[config.mk]
export PLATFORM = sky130hd
export DESIGN_NAME = dcc_regs
export DESIGN_NICKNAME = d
export VERILOG_FILES = /design/src/include/dcc_pkg.sv /design/src/rtl/dcc_fill_mute.sv /design/src/rtl/dcc_regs.sv
export SDC_FILE = /design/constraint.sdc
export NUM_CORES = 1
export LEC_CHECK = 0
export ABC_AREA = 1
export BUFFER_PORTS_ARGS = -buffer_cell sky130_fd_sc_hd__clkbuf_2
export CAP_MARGIN = 20
export CELL_PAD_IN_SITES_DETAIL_PLACEMENT = 0
export CELL_PAD_IN_SITES_GLOBAL_PLACEMENT = 1
export CORE_MARGIN = 3
export CORE_UTILIZATION = 23
export DETAILED_ROUTE_END_ITERATION = 7
export PLACE_DENSITY_LB_ADDON = 0.05
export SLEW_MARGIN = 40
export SYNTH_ARGS = -nofsm -noshare
export SYNTH_HDL_FRONTEND = slang
export SYNTH_SLANG_ARGS = --single-unit
[constraint.sdc]
create_clock -name clk -period 41.4 [get_ports clk]
set_clock_uncertainty 0.1 [all_clocks]
set_input_delay 0 -clock clk [delete_from_list [all_inputs] [get_ports clk]]
set_output_delay 0 -clock clk [all_outputs]
set_load 0.1 [all_outputs]
[src/include/dcc_pkg.sv]
// Function
// - Commit bit one copies staged settings live.
// - Commit bit zero leaves live settings alone.
// - Format, delays, frame setting, length move together.
// - Each channel muted until its delay fills.
// - Control mute bits act immediately when written.
// - Frame mode ignores the per-channel delay registers.
// - Sequential reads auto-increment from control to commit.
// - Control bits select mute pair and format.
// - Channel delay is thirteen bits, up to 8191.
package dcc_pkg;

    // ------------------------------------------------------------
    // Register offsets.
    // ------------------------------------------------------------
    localparam logic [3:0] DCC_OFS_CTRL = 4'h1;
    localparam logic [3:0] DCC_OFS_RDLY_HI = 4'h2;
    localparam logic [3:0] DCC_OFS_RDLY_LO = 4'h3;
    localparam logic [3:0] DCC_OFS_LDLY_HI = 4'h4;
    localparam logic [3:0] DCC_OFS_LDLY_LO = 4'h5;
    localparam logic [3:0] DCC_OFS_FRAME = 4'h6;
    localparam logic [3:0] DCC_OFS_LEN = 4'h7;
    localparam logic [3:0] DCC_OFS_COMMIT = 4'h8;

    // ------------------------------------------------------------
    // Field positions, masks and reset values.
    // ------------------------------------------------------------
    localparam int DCC_CTRL_MUTE_R_BIT = 7;
    localparam int DCC_CTRL_MUTE_L_BIT = 6;
    localparam int DCC_FRAME_EN_BIT = 7;
    localparam int DCC_FRAME_RATE_BIT = 6;
    localparam int DCC_COMMIT_BIT = 0;
    localparam logic [7:0] DCC_HI_MASK = 8'h1F;
    localparam logic [7:0] DCC_LEN_MASK = 8'h3F;
    localparam logic [7:0] DCC_REG_RESET = 8'h00;
    localparam logic [5:0] DCC_LEN_MAX = 6'h18;
    localparam logic [12:0] DCC_DELAY_MAX = 13'h1FFF;

    // Upper four bits of the bus address; the value is arbitrary.
    localparam logic [3:0] DCC_BUS_ADDR_BASE = 4'h5;

    // ------------------------------------------------------------
    // Types.
    // ------------------------------------------------------------
    typedef enum logic [1:0] {
        DCC_FMT_I2S = 2'b00,
        DCC_FMT_RIGHT_ALIGNED = 2'b01,
        DCC_FMT_LEFT_ALIGNED = 2'b10,
        DCC_FMT_BYPASS = 2'b11
    } dcc_fmt_t;

    typedef enum logic [2:0] {
        DCC_ST_IDLE = 3'b000,
        DCC_ST_RX = 3'b001,
        DCC_ST_ACK = 3'b010,
        DCC_ST_TX = 3'b011,
        DCC_ST_TXACK = 3'b100
    } dcc_state_t;

    // Active configuration handed to the delay engine.
    typedef struct packed {
        dcc_fmt_t fmt;
        logic frame_mode;
        logic [6:0] frame_setting;
        logic [5:0] right_aligned_format_len;
        logic [12:0] right_delay;
        logic [12:0] left_delay;
    } dcc_cfg_t;

    // Frame delay in samples, clamped to the largest delay.
    function automatic logic [12:0] dcc_frame_samples(input logic [6:0] f);
        int unsigned rate;
        int unsigned frames;
        int unsigned total;
        case (f[5:3])
            3'h0: rate = 32000;
            3'h1: rate = 44100;
            3'h2: rate = 48000;
            3'h3: rate = 88200;
            3'h4: rate = 96000;
            3'h5: rate = 176400;
            default: rate = 192000;
        endcase
        frames = int'(f[2:0]) + 1;
        // The faster frame rate is 60000/1001 Hz; products stay below two to the 31st.
        if (f[DCC_FRAME_RATE_BIT])
            total = (frames * rate * 1001) / 60000;
        else
            total = (frames * rate) / 50;
        if (total > 8191)
            return DCC_DELAY_MAX;
        return total[12:0];
    endfunction : dcc_frame_samples

endpackage : dcc_pkg

[src/rtl/dcc_fill_mute.sv]
`timescale 1ns/1ps
// ------------------------------------------------------------
// Holds one channel muted while its new delay line fills.
// ------------------------------------------------------------
module dcc_fill_mute (
    // Clock and reset.
    input wire logic clk,
    input wire logic reset,
    input wire logic ce,
    // Control.
    input wire logic load,
    input wire logic [12:0] load_value,
    input wire logic sample_tick,
    // Status.
    output logic filling
);

    logic [12:0] count_q; // Samples still to enter.
    logic [12:0] count_d;

    // Load on a committed change, then count incoming samples down.
    always_comb
    begin
        count_d = count_q;
        if (load)
        begin
            count_d = load_value;
        end
        else if (sample_tick && count_q != 13'h0000)
        begin
            count_d = count_q - 13'h0001;
        end
    end

    always_ff @(posedge clk or posedge reset)
    begin
        if (reset)
            count_q <= 13'h0000;
        else if (ce)
            count_q <= count_d;
    end

    // A zero delay needs no fill, so it never mutes.
    assign filling = (count_q != 13'h0000);

endmodule : dcc_fill_mute

[src/rtl/dcc_regs.sv]
`timescale 1ns/1ps
// ------------------------------------------------------------
// Two-wire bus register file with atomic settings commit.
// ------------------------------------------------------------
module dcc_regs (
    // Clock and reset.
    input wire logic clk,
    input wire logic reset,
    input wire logic ce,
    // Two-wire bus pins; the data pin is open drain.
    input wire logic scl_i,
    input wire logic sda_i,
    output logic sda_o,
    output logic sda_oe_n,
    // Address strap pins.
    input wire logic [2:0] addr_pins,
    // Sample strobes from the audio receiver, same clock.
    input wire logic right_sample_tick,
    input wire logic left_sample_tick,
    // Active settings towards the delay engine.
    output dcc_pkg::dcc_cfg_t active_cfg,
    output logic commit_pulse,
    output logic right_mute,
    output logic left_mute
);

    // ------------------------------------------------------------
    // Pin synchronisers and glitch filter.
    // ------------------------------------------------------------
    logic [4:0] sync1_q; // First stage, read only by the second.
    logic [4:0] sync2_q;
    logic [4:0] sync3_q;
    logic [4:0] pins_q; // Filtered levels: {addr, sda, scl}.
    logic [4:0] pins_prev_q; // Filtered levels one cycle back.
    logic [4:0] pins_d;

    // A level change counts only once stages two and three agree.
    always_comb
    begin
        for (int i = 0; i < 5; i++)
            pins_d[i] = (sync2_q[i] == sync3_q[i]) ? sync3_q[i] : pins_q[i];
    end

    always_ff @(posedge clk or posedge reset)
    begin
        if (reset)
        begin
            sync1_q <= 5'h03;
            sync2_q <= 5'h03;
            sync3_q <= 5'h03;
            pins_q <= 5'h03;
            pins_prev_q <= 5'h03;
        end
        else if (ce)
        begin
            sync1_q <= {addr_pins, sda_i, scl_i};
            sync2_q <= sync1_q;
            sync3_q <= sync2_q;
            pins_q <= pins_d;
            pins_prev_q <= pins_q;
        end
    end

    // Bus events decoded from the filtered levels.
    logic scl_rise;
    logic scl_fall;
    logic bus_start;
    logic bus_stop;
    logic sda_now;
    assign sda_now = pins_q[1];
    assign scl_rise = pins_q[0] & ~pins_prev_q[0];
    assign scl_fall = ~pins_q[0] & pins_prev_q[0];
    assign bus_start = pins_q[0] & pins_prev_q[0] & pins_prev_q[1] & ~pins_q[1];
    assign bus_stop = pins_q[0] & pins_prev_q[0] & ~pins_prev_q[1] & pins_q[1];

    // ------------------------------------------------------------
    // Register storage and read decode.
    // ------------------------------------------------------------
    logic [7:0] regs_q [1:8]; // Staged registers, indexed by offset.
    logic [7:0] regs_d [1:8];
    logic [3:0] ptr_q; // Register pointer.
    logic [7:0] shift_q; // Byte shift register.
    logic wr_en; // Write of shift_q into the pointed register.

    // Read value with unused upper bits of the delay high and length registers forced to zero.
    function automatic logic [7:0] reg_read(input logic [3:0] ofs, input logic [7:0] r [1:8]);
        logic [7:0] v;
        v = 8'h00;
        if (ofs >= dcc_pkg::DCC_OFS_CTRL && ofs <= dcc_pkg::DCC_OFS_COMMIT)
            v = r[ofs];
        if (ofs == dcc_pkg::DCC_OFS_RDLY_HI || ofs == dcc_pkg::DCC_OFS_LDLY_HI)
            v = v & dcc_pkg::DCC_HI_MASK;
        if (ofs == dcc_pkg::DCC_OFS_LEN)
            v = v & dcc_pkg::DCC_LEN_MASK;
        return v;
    endfunction : reg_read

    // Writes outside the map are dropped; mute bits act as soon as stored.
    always_comb
    begin
        for (int i = 1; i <= 8; i++)
            regs_d[i] = regs_q[i];
        if (wr_en && ptr_q >= dcc_pkg::DCC_OFS_CTRL && ptr_q <= dcc_pkg::DCC_OFS_COMMIT)
            regs_d[ptr_q] = shift_q;
    end

    always_ff @(posedge clk or posedge reset)
    begin
        if (reset)
        begin
            for (int i = 1; i <= 8; i++)
                regs_q[i] <= dcc_pkg::DCC_REG_RESET;
        end
        else if (ce)
        begin
            for (int i = 1; i <= 8; i++)
                regs_q[i] <= regs_d[i];
        end
    end

    // ------------------------------------------------------------
    // Bus slave state machine.
    // ------------------------------------------------------------
    dcc_pkg::dcc_state_t state_q;
    dcc_pkg::dcc_state_t state_d;
    logic [3:0] ptr_d;
    logic [7:0] shift_d;
    logic [3:0] bits_q; // Bits moved in the current byte.
    logic [3:0] bits_d;
    logic addr_byte_q; // Next received byte is the address.
    logic addr_byte_d;
    logic ptr_byte_q; // Next received byte is the pointer.
    logic ptr_byte_d;
    logic read_q; // Current transfer is a read.
    logic read_d;
    logic pull_q; // Pull the data line low.
    logic pull_d;
    logic [7:0] rd_now;
    assign rd_now = reg_read(ptr_q, regs_q);

    always_comb
    begin
        state_d = state_q;
        ptr_d = ptr_q;
        shift_d = shift_q;
        bits_d = bits_q;
        addr_byte_d = addr_byte_q;
        ptr_byte_d = ptr_byte_q;
        read_d = read_q;
        pull_d = pull_q;
        wr_en = 1'b0;
        if (bus_start)
        begin
            // A start, repeated or not, always begins a new address byte.
            state_d = dcc_pkg::DCC_ST_RX;
            bits_d = 4'h0;
            addr_byte_d = 1'b1;
            pull_d = 1'b0;
        end
        else if (bus_stop)
        begin
            state_d = dcc_pkg::DCC_ST_IDLE;
            pull_d = 1'b0;
        end
        else
        begin
            case (state_q)
                dcc_pkg::DCC_ST_IDLE:
                begin
                    pull_d = 1'b0;
                end
                dcc_pkg::DCC_ST_RX:
                begin
                    if (scl_rise)
                    begin
                        shift_d = {shift_q[6:0], sda_now};
                        bits_d = bits_q + 4'h1;
                    end
                    else if (scl_fall && bits_q == 4'h8)
                    begin
                        bits_d = 4'h0;
                        state_d = dcc_pkg::DCC_ST_ACK;
                        pull_d = 1'b1;
                        if (addr_byte_q)
                        begin
                            addr_byte_d = 1'b0;
                            read_d = shift_q[0];
                            ptr_byte_d = ~shift_q[0];
                            // Another device's address: stay off the bus.
                            if (shift_q[7:1] != {dcc_pkg::DCC_BUS_ADDR_BASE, pins_q[4:2]})
                            begin
                                state_d = dcc_pkg::DCC_ST_IDLE;
                                pull_d = 1'b0;
                            end
                        end
                        else if (ptr_byte_q)
                        begin
                            ptr_byte_d = 1'b0;
                            ptr_d = shift_q[3:0];
                        end
                        else
                        begin
                            // Each burst byte aimed at 0x01..0x08 lands in the pointed register, then the pointer steps on.
                            wr_en = 1'b1;
                            ptr_d = ptr_q + 4'h1;
                        end
                    end
                end
                dcc_pkg::DCC_ST_ACK:
                begin
                    if (scl_fall)
                    begin
                        if (read_q)
                        begin
                            state_d = dcc_pkg::DCC_ST_TX;
                            shift_d = rd_now;
                            pull_d = ~rd_now[7];
                        end
                        else
                        begin
                            state_d = dcc_pkg::DCC_ST_RX;
                            pull_d = 1'b0;
                        end
                    end
                end
                dcc_pkg::DCC_ST_TX:
                begin
                    if (scl_fall)
                    begin
                        bits_d = bits_q + 4'h1;
                        if (bits_q == 4'h7)
                        begin
                            bits_d = 4'h0;
                            state_d = dcc_pkg::DCC_ST_TXACK;
                            pull_d = 1'b0;
                        end
                        else
                        begin
                            shift_d = {shift_q[6:0], 1'b0};
                            pull_d = ~shift_q[6];
                        end
                    end
                end
                dcc_pkg::DCC_ST_TXACK:
                begin
                    if (scl_rise)
                    begin
                        if (sda_now)
                            state_d = dcc_pkg::DCC_ST_IDLE;
                        else
                        begin
                            // Acknowledged: step to the next register.
                            ptr_d = ptr_q + 4'h1;
                            state_d = dcc_pkg::DCC_ST_ACK;
                        end
                    end
                end
                default:
                begin
                    state_d = dcc_pkg::DCC_ST_IDLE;
                    pull_d = 1'b0;
                end
            endcase
        end
    end

    always_ff @(posedge clk or posedge reset)
    begin
        if (reset)
        begin
            state_q <= dcc_pkg::DCC_ST_IDLE;
            ptr_q <= 4'h0;
            shift_q <= 8'h00;
            bits_q <= 4'h0;
            addr_byte_q <= 1'b0;
            ptr_byte_q <= 1'b0;
            read_q <= 1'b0;
            pull_q <= 1'b0;
        end
        else if (ce)
        begin
            state_q <= state_d;
            ptr_q <= ptr_d;
            shift_q <= shift_d;
            bits_q <= bits_d;
            addr_byte_q <= addr_byte_d;
            ptr_byte_q <= ptr_byte_d;
            read_q <= read_d;
            pull_q <= pull_d;
        end
    end

    // Open drain: the line is only ever pulled low.
    assign sda_o = 1'b0;
    assign sda_oe_n = ~pull_q;

    // ------------------------------------------------------------
    // Staged settings and atomic commit.
    // ------------------------------------------------------------
    dcc_pkg::dcc_cfg_t staged;
    dcc_pkg::dcc_cfg_t cfg_q;
    dcc_pkg::dcc_cfg_t cfg_d;
    logic commit_q;
    logic commit_d;
    logic [12:0] frame_delay;
    logic [5:0] len_raw;

    assign frame_delay = dcc_pkg::dcc_frame_samples(regs_q[dcc_pkg::DCC_OFS_FRAME][6:0]);
    assign len_raw = regs_q[dcc_pkg::DCC_OFS_LEN][5:0];

    // Build the full settings word from the register file.
    always_comb
    begin
        staged.fmt = dcc_pkg::dcc_fmt_t'(regs_q[dcc_pkg::DCC_OFS_CTRL][1:0]);
        staged.frame_mode = regs_q[dcc_pkg::DCC_OFS_FRAME][dcc_pkg::DCC_FRAME_EN_BIT];
        staged.frame_setting = regs_q[dcc_pkg::DCC_OFS_FRAME][6:0];
        // Lengths past the largest are limited rather than wrapped.
        staged.right_aligned_format_len = (len_raw > dcc_pkg::DCC_LEN_MAX) ? dcc_pkg::DCC_LEN_MAX : len_raw;
        staged.right_delay = {regs_q[dcc_pkg::DCC_OFS_RDLY_HI][4:0], regs_q[dcc_pkg::DCC_OFS_RDLY_LO]};
        staged.left_delay = {regs_q[dcc_pkg::DCC_OFS_LDLY_HI][4:0], regs_q[dcc_pkg::DCC_OFS_LDLY_LO]};
        if (staged.frame_mode)
        begin
            staged.right_delay = frame_delay;
            staged.left_delay = frame_delay;
        end
    end

    // Only the write cycle itself triggers, so later staged writes wait.
    always_comb
    begin
        cfg_d = cfg_q;
        commit_d = 1'b0;
        if (wr_en && ptr_q == dcc_pkg::DCC_OFS_COMMIT && shift_q[dcc_pkg::DCC_COMMIT_BIT])
        begin
            cfg_d = staged;
            commit_d = 1'b1;
        end
    end

    always_ff @(posedge clk or posedge reset)
    begin
        if (reset)
        begin
            cfg_q <= '0;
            commit_q <= 1'b0;
        end
        else if (ce)
        begin
            cfg_q <= cfg_d;
            commit_q <= commit_d;
        end
    end

    assign active_cfg = cfg_q;
    assign commit_pulse = commit_q;

    // ------------------------------------------------------------
    // Per-channel fill muting.
    // ------------------------------------------------------------
    logic right_filling;
    logic left_filling;

    // Each channel reloads only when its own delay changes.
    dcc_fill_mute u_right_fill (
        .clk(clk),
        .reset(reset),
        .ce(ce),
        .load(commit_d && cfg_d.right_delay != cfg_q.right_delay),
        .load_value(cfg_d.right_delay),
        .sample_tick(right_sample_tick),
        .filling(right_filling)
    );

    dcc_fill_mute u_left_fill (
        .clk(clk),
        .reset(reset),
        .ce(ce),
        .load(commit_d && cfg_d.left_delay != cfg_q.left_delay),
        .load_value(cfg_d.left_delay),
        .sample_tick(left_sample_tick),
        .filling(left_filling)
    );

    // Control mute bits bypass the commit path entirely.
    assign right_mute = regs_q[dcc_pkg::DCC_OFS_CTRL][dcc_pkg::DCC_CTRL_MUTE_R_BIT] | right_filling;
    assign left_mute = regs_q[dcc_pkg::DCC_OFS_CTRL][dcc_pkg::DCC_CTRL_MUTE_L_BIT] | left_filling;

endmodule : dcc_regs

==> run_results.csv <==
group,metric,value,unit
status,status,"finished, final reports clean",
detailed_routing,drc_errors,0,
worst_setup_path,worstPathMaxFanout,16,
sta,slew_violations,0,
sta,tns,0,ns
finish,nNetsFinal,5270,
worst_hold_path,min_path_type,"in2async",
grt,antenna_found_initial,2,
logic_synthesis,synth_top_family_by_area,"simple AND/OR/NAND/NOR gates",
worst_setup_path,critPathArrivalTime,25.95,ns
die,rows,135,
logic_synthesis,seq_area_frac_synth,0.140,
logic_synthesis,synth_mux_area_frac,0.000708,
die,dieArea,143000,um^2
logic_synthesis,synth_area_leaders,"nand2_1 16%, dfrtp_1 13%, inv_1 7.7%",
grt,grt_max_degree,83,
logic_synthesis,synthFlopType,"dfrtp_1",
detailed_routing,antenna_left,0,
worst_setup_path,r2r_slack,15.75,ns
sta,max_slew_margin,0.431,
clock_network,clk_pin_slew_worst_paths,0.08,ns
finish,syn2layout_area_growth,9.25,%
clock_network,htreeDepth,4,
logic_synthesis,ys_types,90,
worst_setup_path,start_kind,"register",
finish,antenna_cells,0,
placed_design,dpl.hpwl,94.4,mm
clock_network,ctsResizeCount,0,
logic_synthesis,synthCells,4973,
logic_synthesis,syn_avg_cell_area,6.39,um^2
logic_synthesis,async_flop_share,1.00,
worst_setup_path,critPathRequiredTime,41.70,ns
detailed_routing,wl_per_cell,16.6,um
sta,max_freq,0.0390,GHz
clock_network,cts_tree,"yes",
clock_network,clkSinkCount,178,
sta,rsz0062_at_grt,"no",
clock_network,cts_made_buffers,17,
worst_setup_path,max_stage_delay,0.56,ns
clock_network,cts_root_buffer,"clkbuf_16",
worst_setup_path,slowest_stage,"dfrtp_1",
finish,nFillCells,15600,
grt,gr-usage-all-layers,0.157,
clock_network,post_cts_buffers,0,
detailed_routing,drt_iter0_drc,1592,
detailed_routing,vias_per_cell,4.43,
die,die_height,378,um
logic_synthesis,synth_fp_nets,5238,
placed_design,io_buffers,55,
placed_design,finalWeightedCongestion,0.766,
grt,grt_first_pass_wirelength,178,mm
logic_synthesis,ys_ff_latch,178,
die,start_util,0.233,
sta,post-route-period-util,0.620,
grt,gr-total-overflow,0,
logic_synthesis,yosysTopAreaCell,"nand2_1",
logic_synthesis,yosys.area_share.xor_xnor,0.0532,
logic_synthesis,synthAdderAreaFrac,0.126,
sta,finalCriticalPeriod,25.65,ns
worst_setup_path,path_common_cell,"nand2_1",
detailed_routing,via_count,30100,
die,pin_count,57,
finish,multi_input_area,23700,um^2
clock_network,insertion_delay,0.47,ns
logic_synthesis,syn_area,31800,um^2
worst_setup_path,critPathCaptureType,"register",
detailed_routing,routed_wl,113,mm
finish,regArea,4470,um^2
die,die_w,378,um
grt,first_global_vias,30000,
logic_synthesis,synthSimpleGateAreaFrac,0.466,
sta,hold_viol_final,0,
sta,setup_viol,0,
logic_synthesis,synth_common_cells,"1379 x nand2_1, 655 x inv_1, 413 x nand3_1",
logic_synthesis,synth_edf_count,0,
die,core,136000,um^2
sta,worst_pin_slew,0.853,ns
logic_synthesis,yosysMostFrequentCell,"nand2_1",
logic_synthesis,yosys.area.top_type_share,0.163,
detailed_routing,drt_pass1_iterations,5,
logic_synthesis,synth_compound_area_frac,0.0964,
run,max_cap_violations,0,
clock_network,cts.path.max_buffers,2,
worst_setup_path,setup.worst_path.class,"reg2reg",
finish,fin_util,0.255,
finish,drive_gt1_frac,0.167,
logic_synthesis,synth_warnings,0,
==> kinds of logic after synthesis <==
logic type      after synthesis
buf+inv                     874
mux                           2
compound gates              506
flops                       178
fa+ha+maj                   255
xor+xnor                    184
other cells                   1
simple gates               2973
==> worst max-delay path: cells and delay by family, from the launching register on <==
| family | cells | cell delay (ns) |
|---|---|---|
| adder cells (fa/ha/maj) | 10 | 4.39 |
| AO/OA/AOI/OAI | 11 | 2.28 |
| buffers and inverters | 19 | 2.24 |
| XOR/XNOR | 4 | 1.54 |
| flip-flops | 1 | 0.56 |
| AND/OR/NAND/NOR | 106 | 14.40 |
==> flip-flops by register name, indices dropped and copies added, names as in the netlist, 5 cells and up <==
| signal | cells |
|---|---|
| regs_q | 58 |
| active_cfg | 42 |
| u_left_fill.count_q | 13 |
| u_right_fill.count_q | 13 |
| shift_q | 8 |
| len_raw | 6 |
| pins_q | 5 |
| sync1_q | 5 |
| sync2_q | 5 |
| sync3_q | 5 |
==> final cells by class <==
type,count,area share
clock inverter,13,0.00702
sequential,178,0.129
multi-input combinational,3921,0.682
clock buffer,19,0.0125
tap,1781,0.0641
inverter,785,0.0869
timing repair buffer,102,0.0188
==> placed cells by master, fill, tap and decap left out, types with 109 or more instances in the layout <==
master	Yosys	routed
dfrtp_1	168	168
fa_1	109	109
ha_1	146	146
inv_1	655	654
nand2_1	1379	1379
nand2_2	242	242
nand3_1	413	413
nand4_1	120	120
nor2_1	391	388
o21ai_0	227	227
xor2_1	137	137
==> path summary, 6_finish.rpt <==
kind	startpoint	end	cells after the start
max in group asynchronous	reset	state_q[0]	5
min in group clk	addr_pins[0]	sync1_q[2]	4
setup reg to reg	regs_q[16]	u_right_fill.count_q[0]	150
hold / removal	reset	u_right_fill.count_q[7]	3
hold reg to reg	sync3_q[1]	sync3_q[1]	2
setup / recovery	regs_q[16]	u_right_fill.count_q[0]	150
==> stage by stage <==
stage | cell area (um^2) | setup WS, ns | std cells | hold slack, ns
after floorplan | 31800 | 20.92 | 4973 | 0.0124
after global placement | 33900 | 14.84 | 6758 | 0.0651
after detailed placement | 34000 | 15.11 | 6758 | 0.0564
after CTS | 34700 | 15.04 | 6799 | 0.106
after global routing | 34700 | 12.71 | 6799 | 0.145
final | 34700 | 15.75 | 6799 | 0.104
==> layer usage <==
metal | track usage | up-vias | part of all wire
met3 | 0.00992 | 33 | 0.015
li1 | - | 15900 | -
met4 | 0.0174 | 0 | 0.0082
met2 | 0.247 | 232 | 0.44
met5 | 0 | - | 0
met1 | 0.241 | 13900 | 0.54
==> repair_timing <==
action,4_1_cts,5_1_grt
hold buffers,9,0
hold endpoints to repair,101,0
endpoints found under the setup margin,0,0
Power is not shown: default switching activity piles up to over one toggle a cycle in this logic, so the estimate is an artifact.
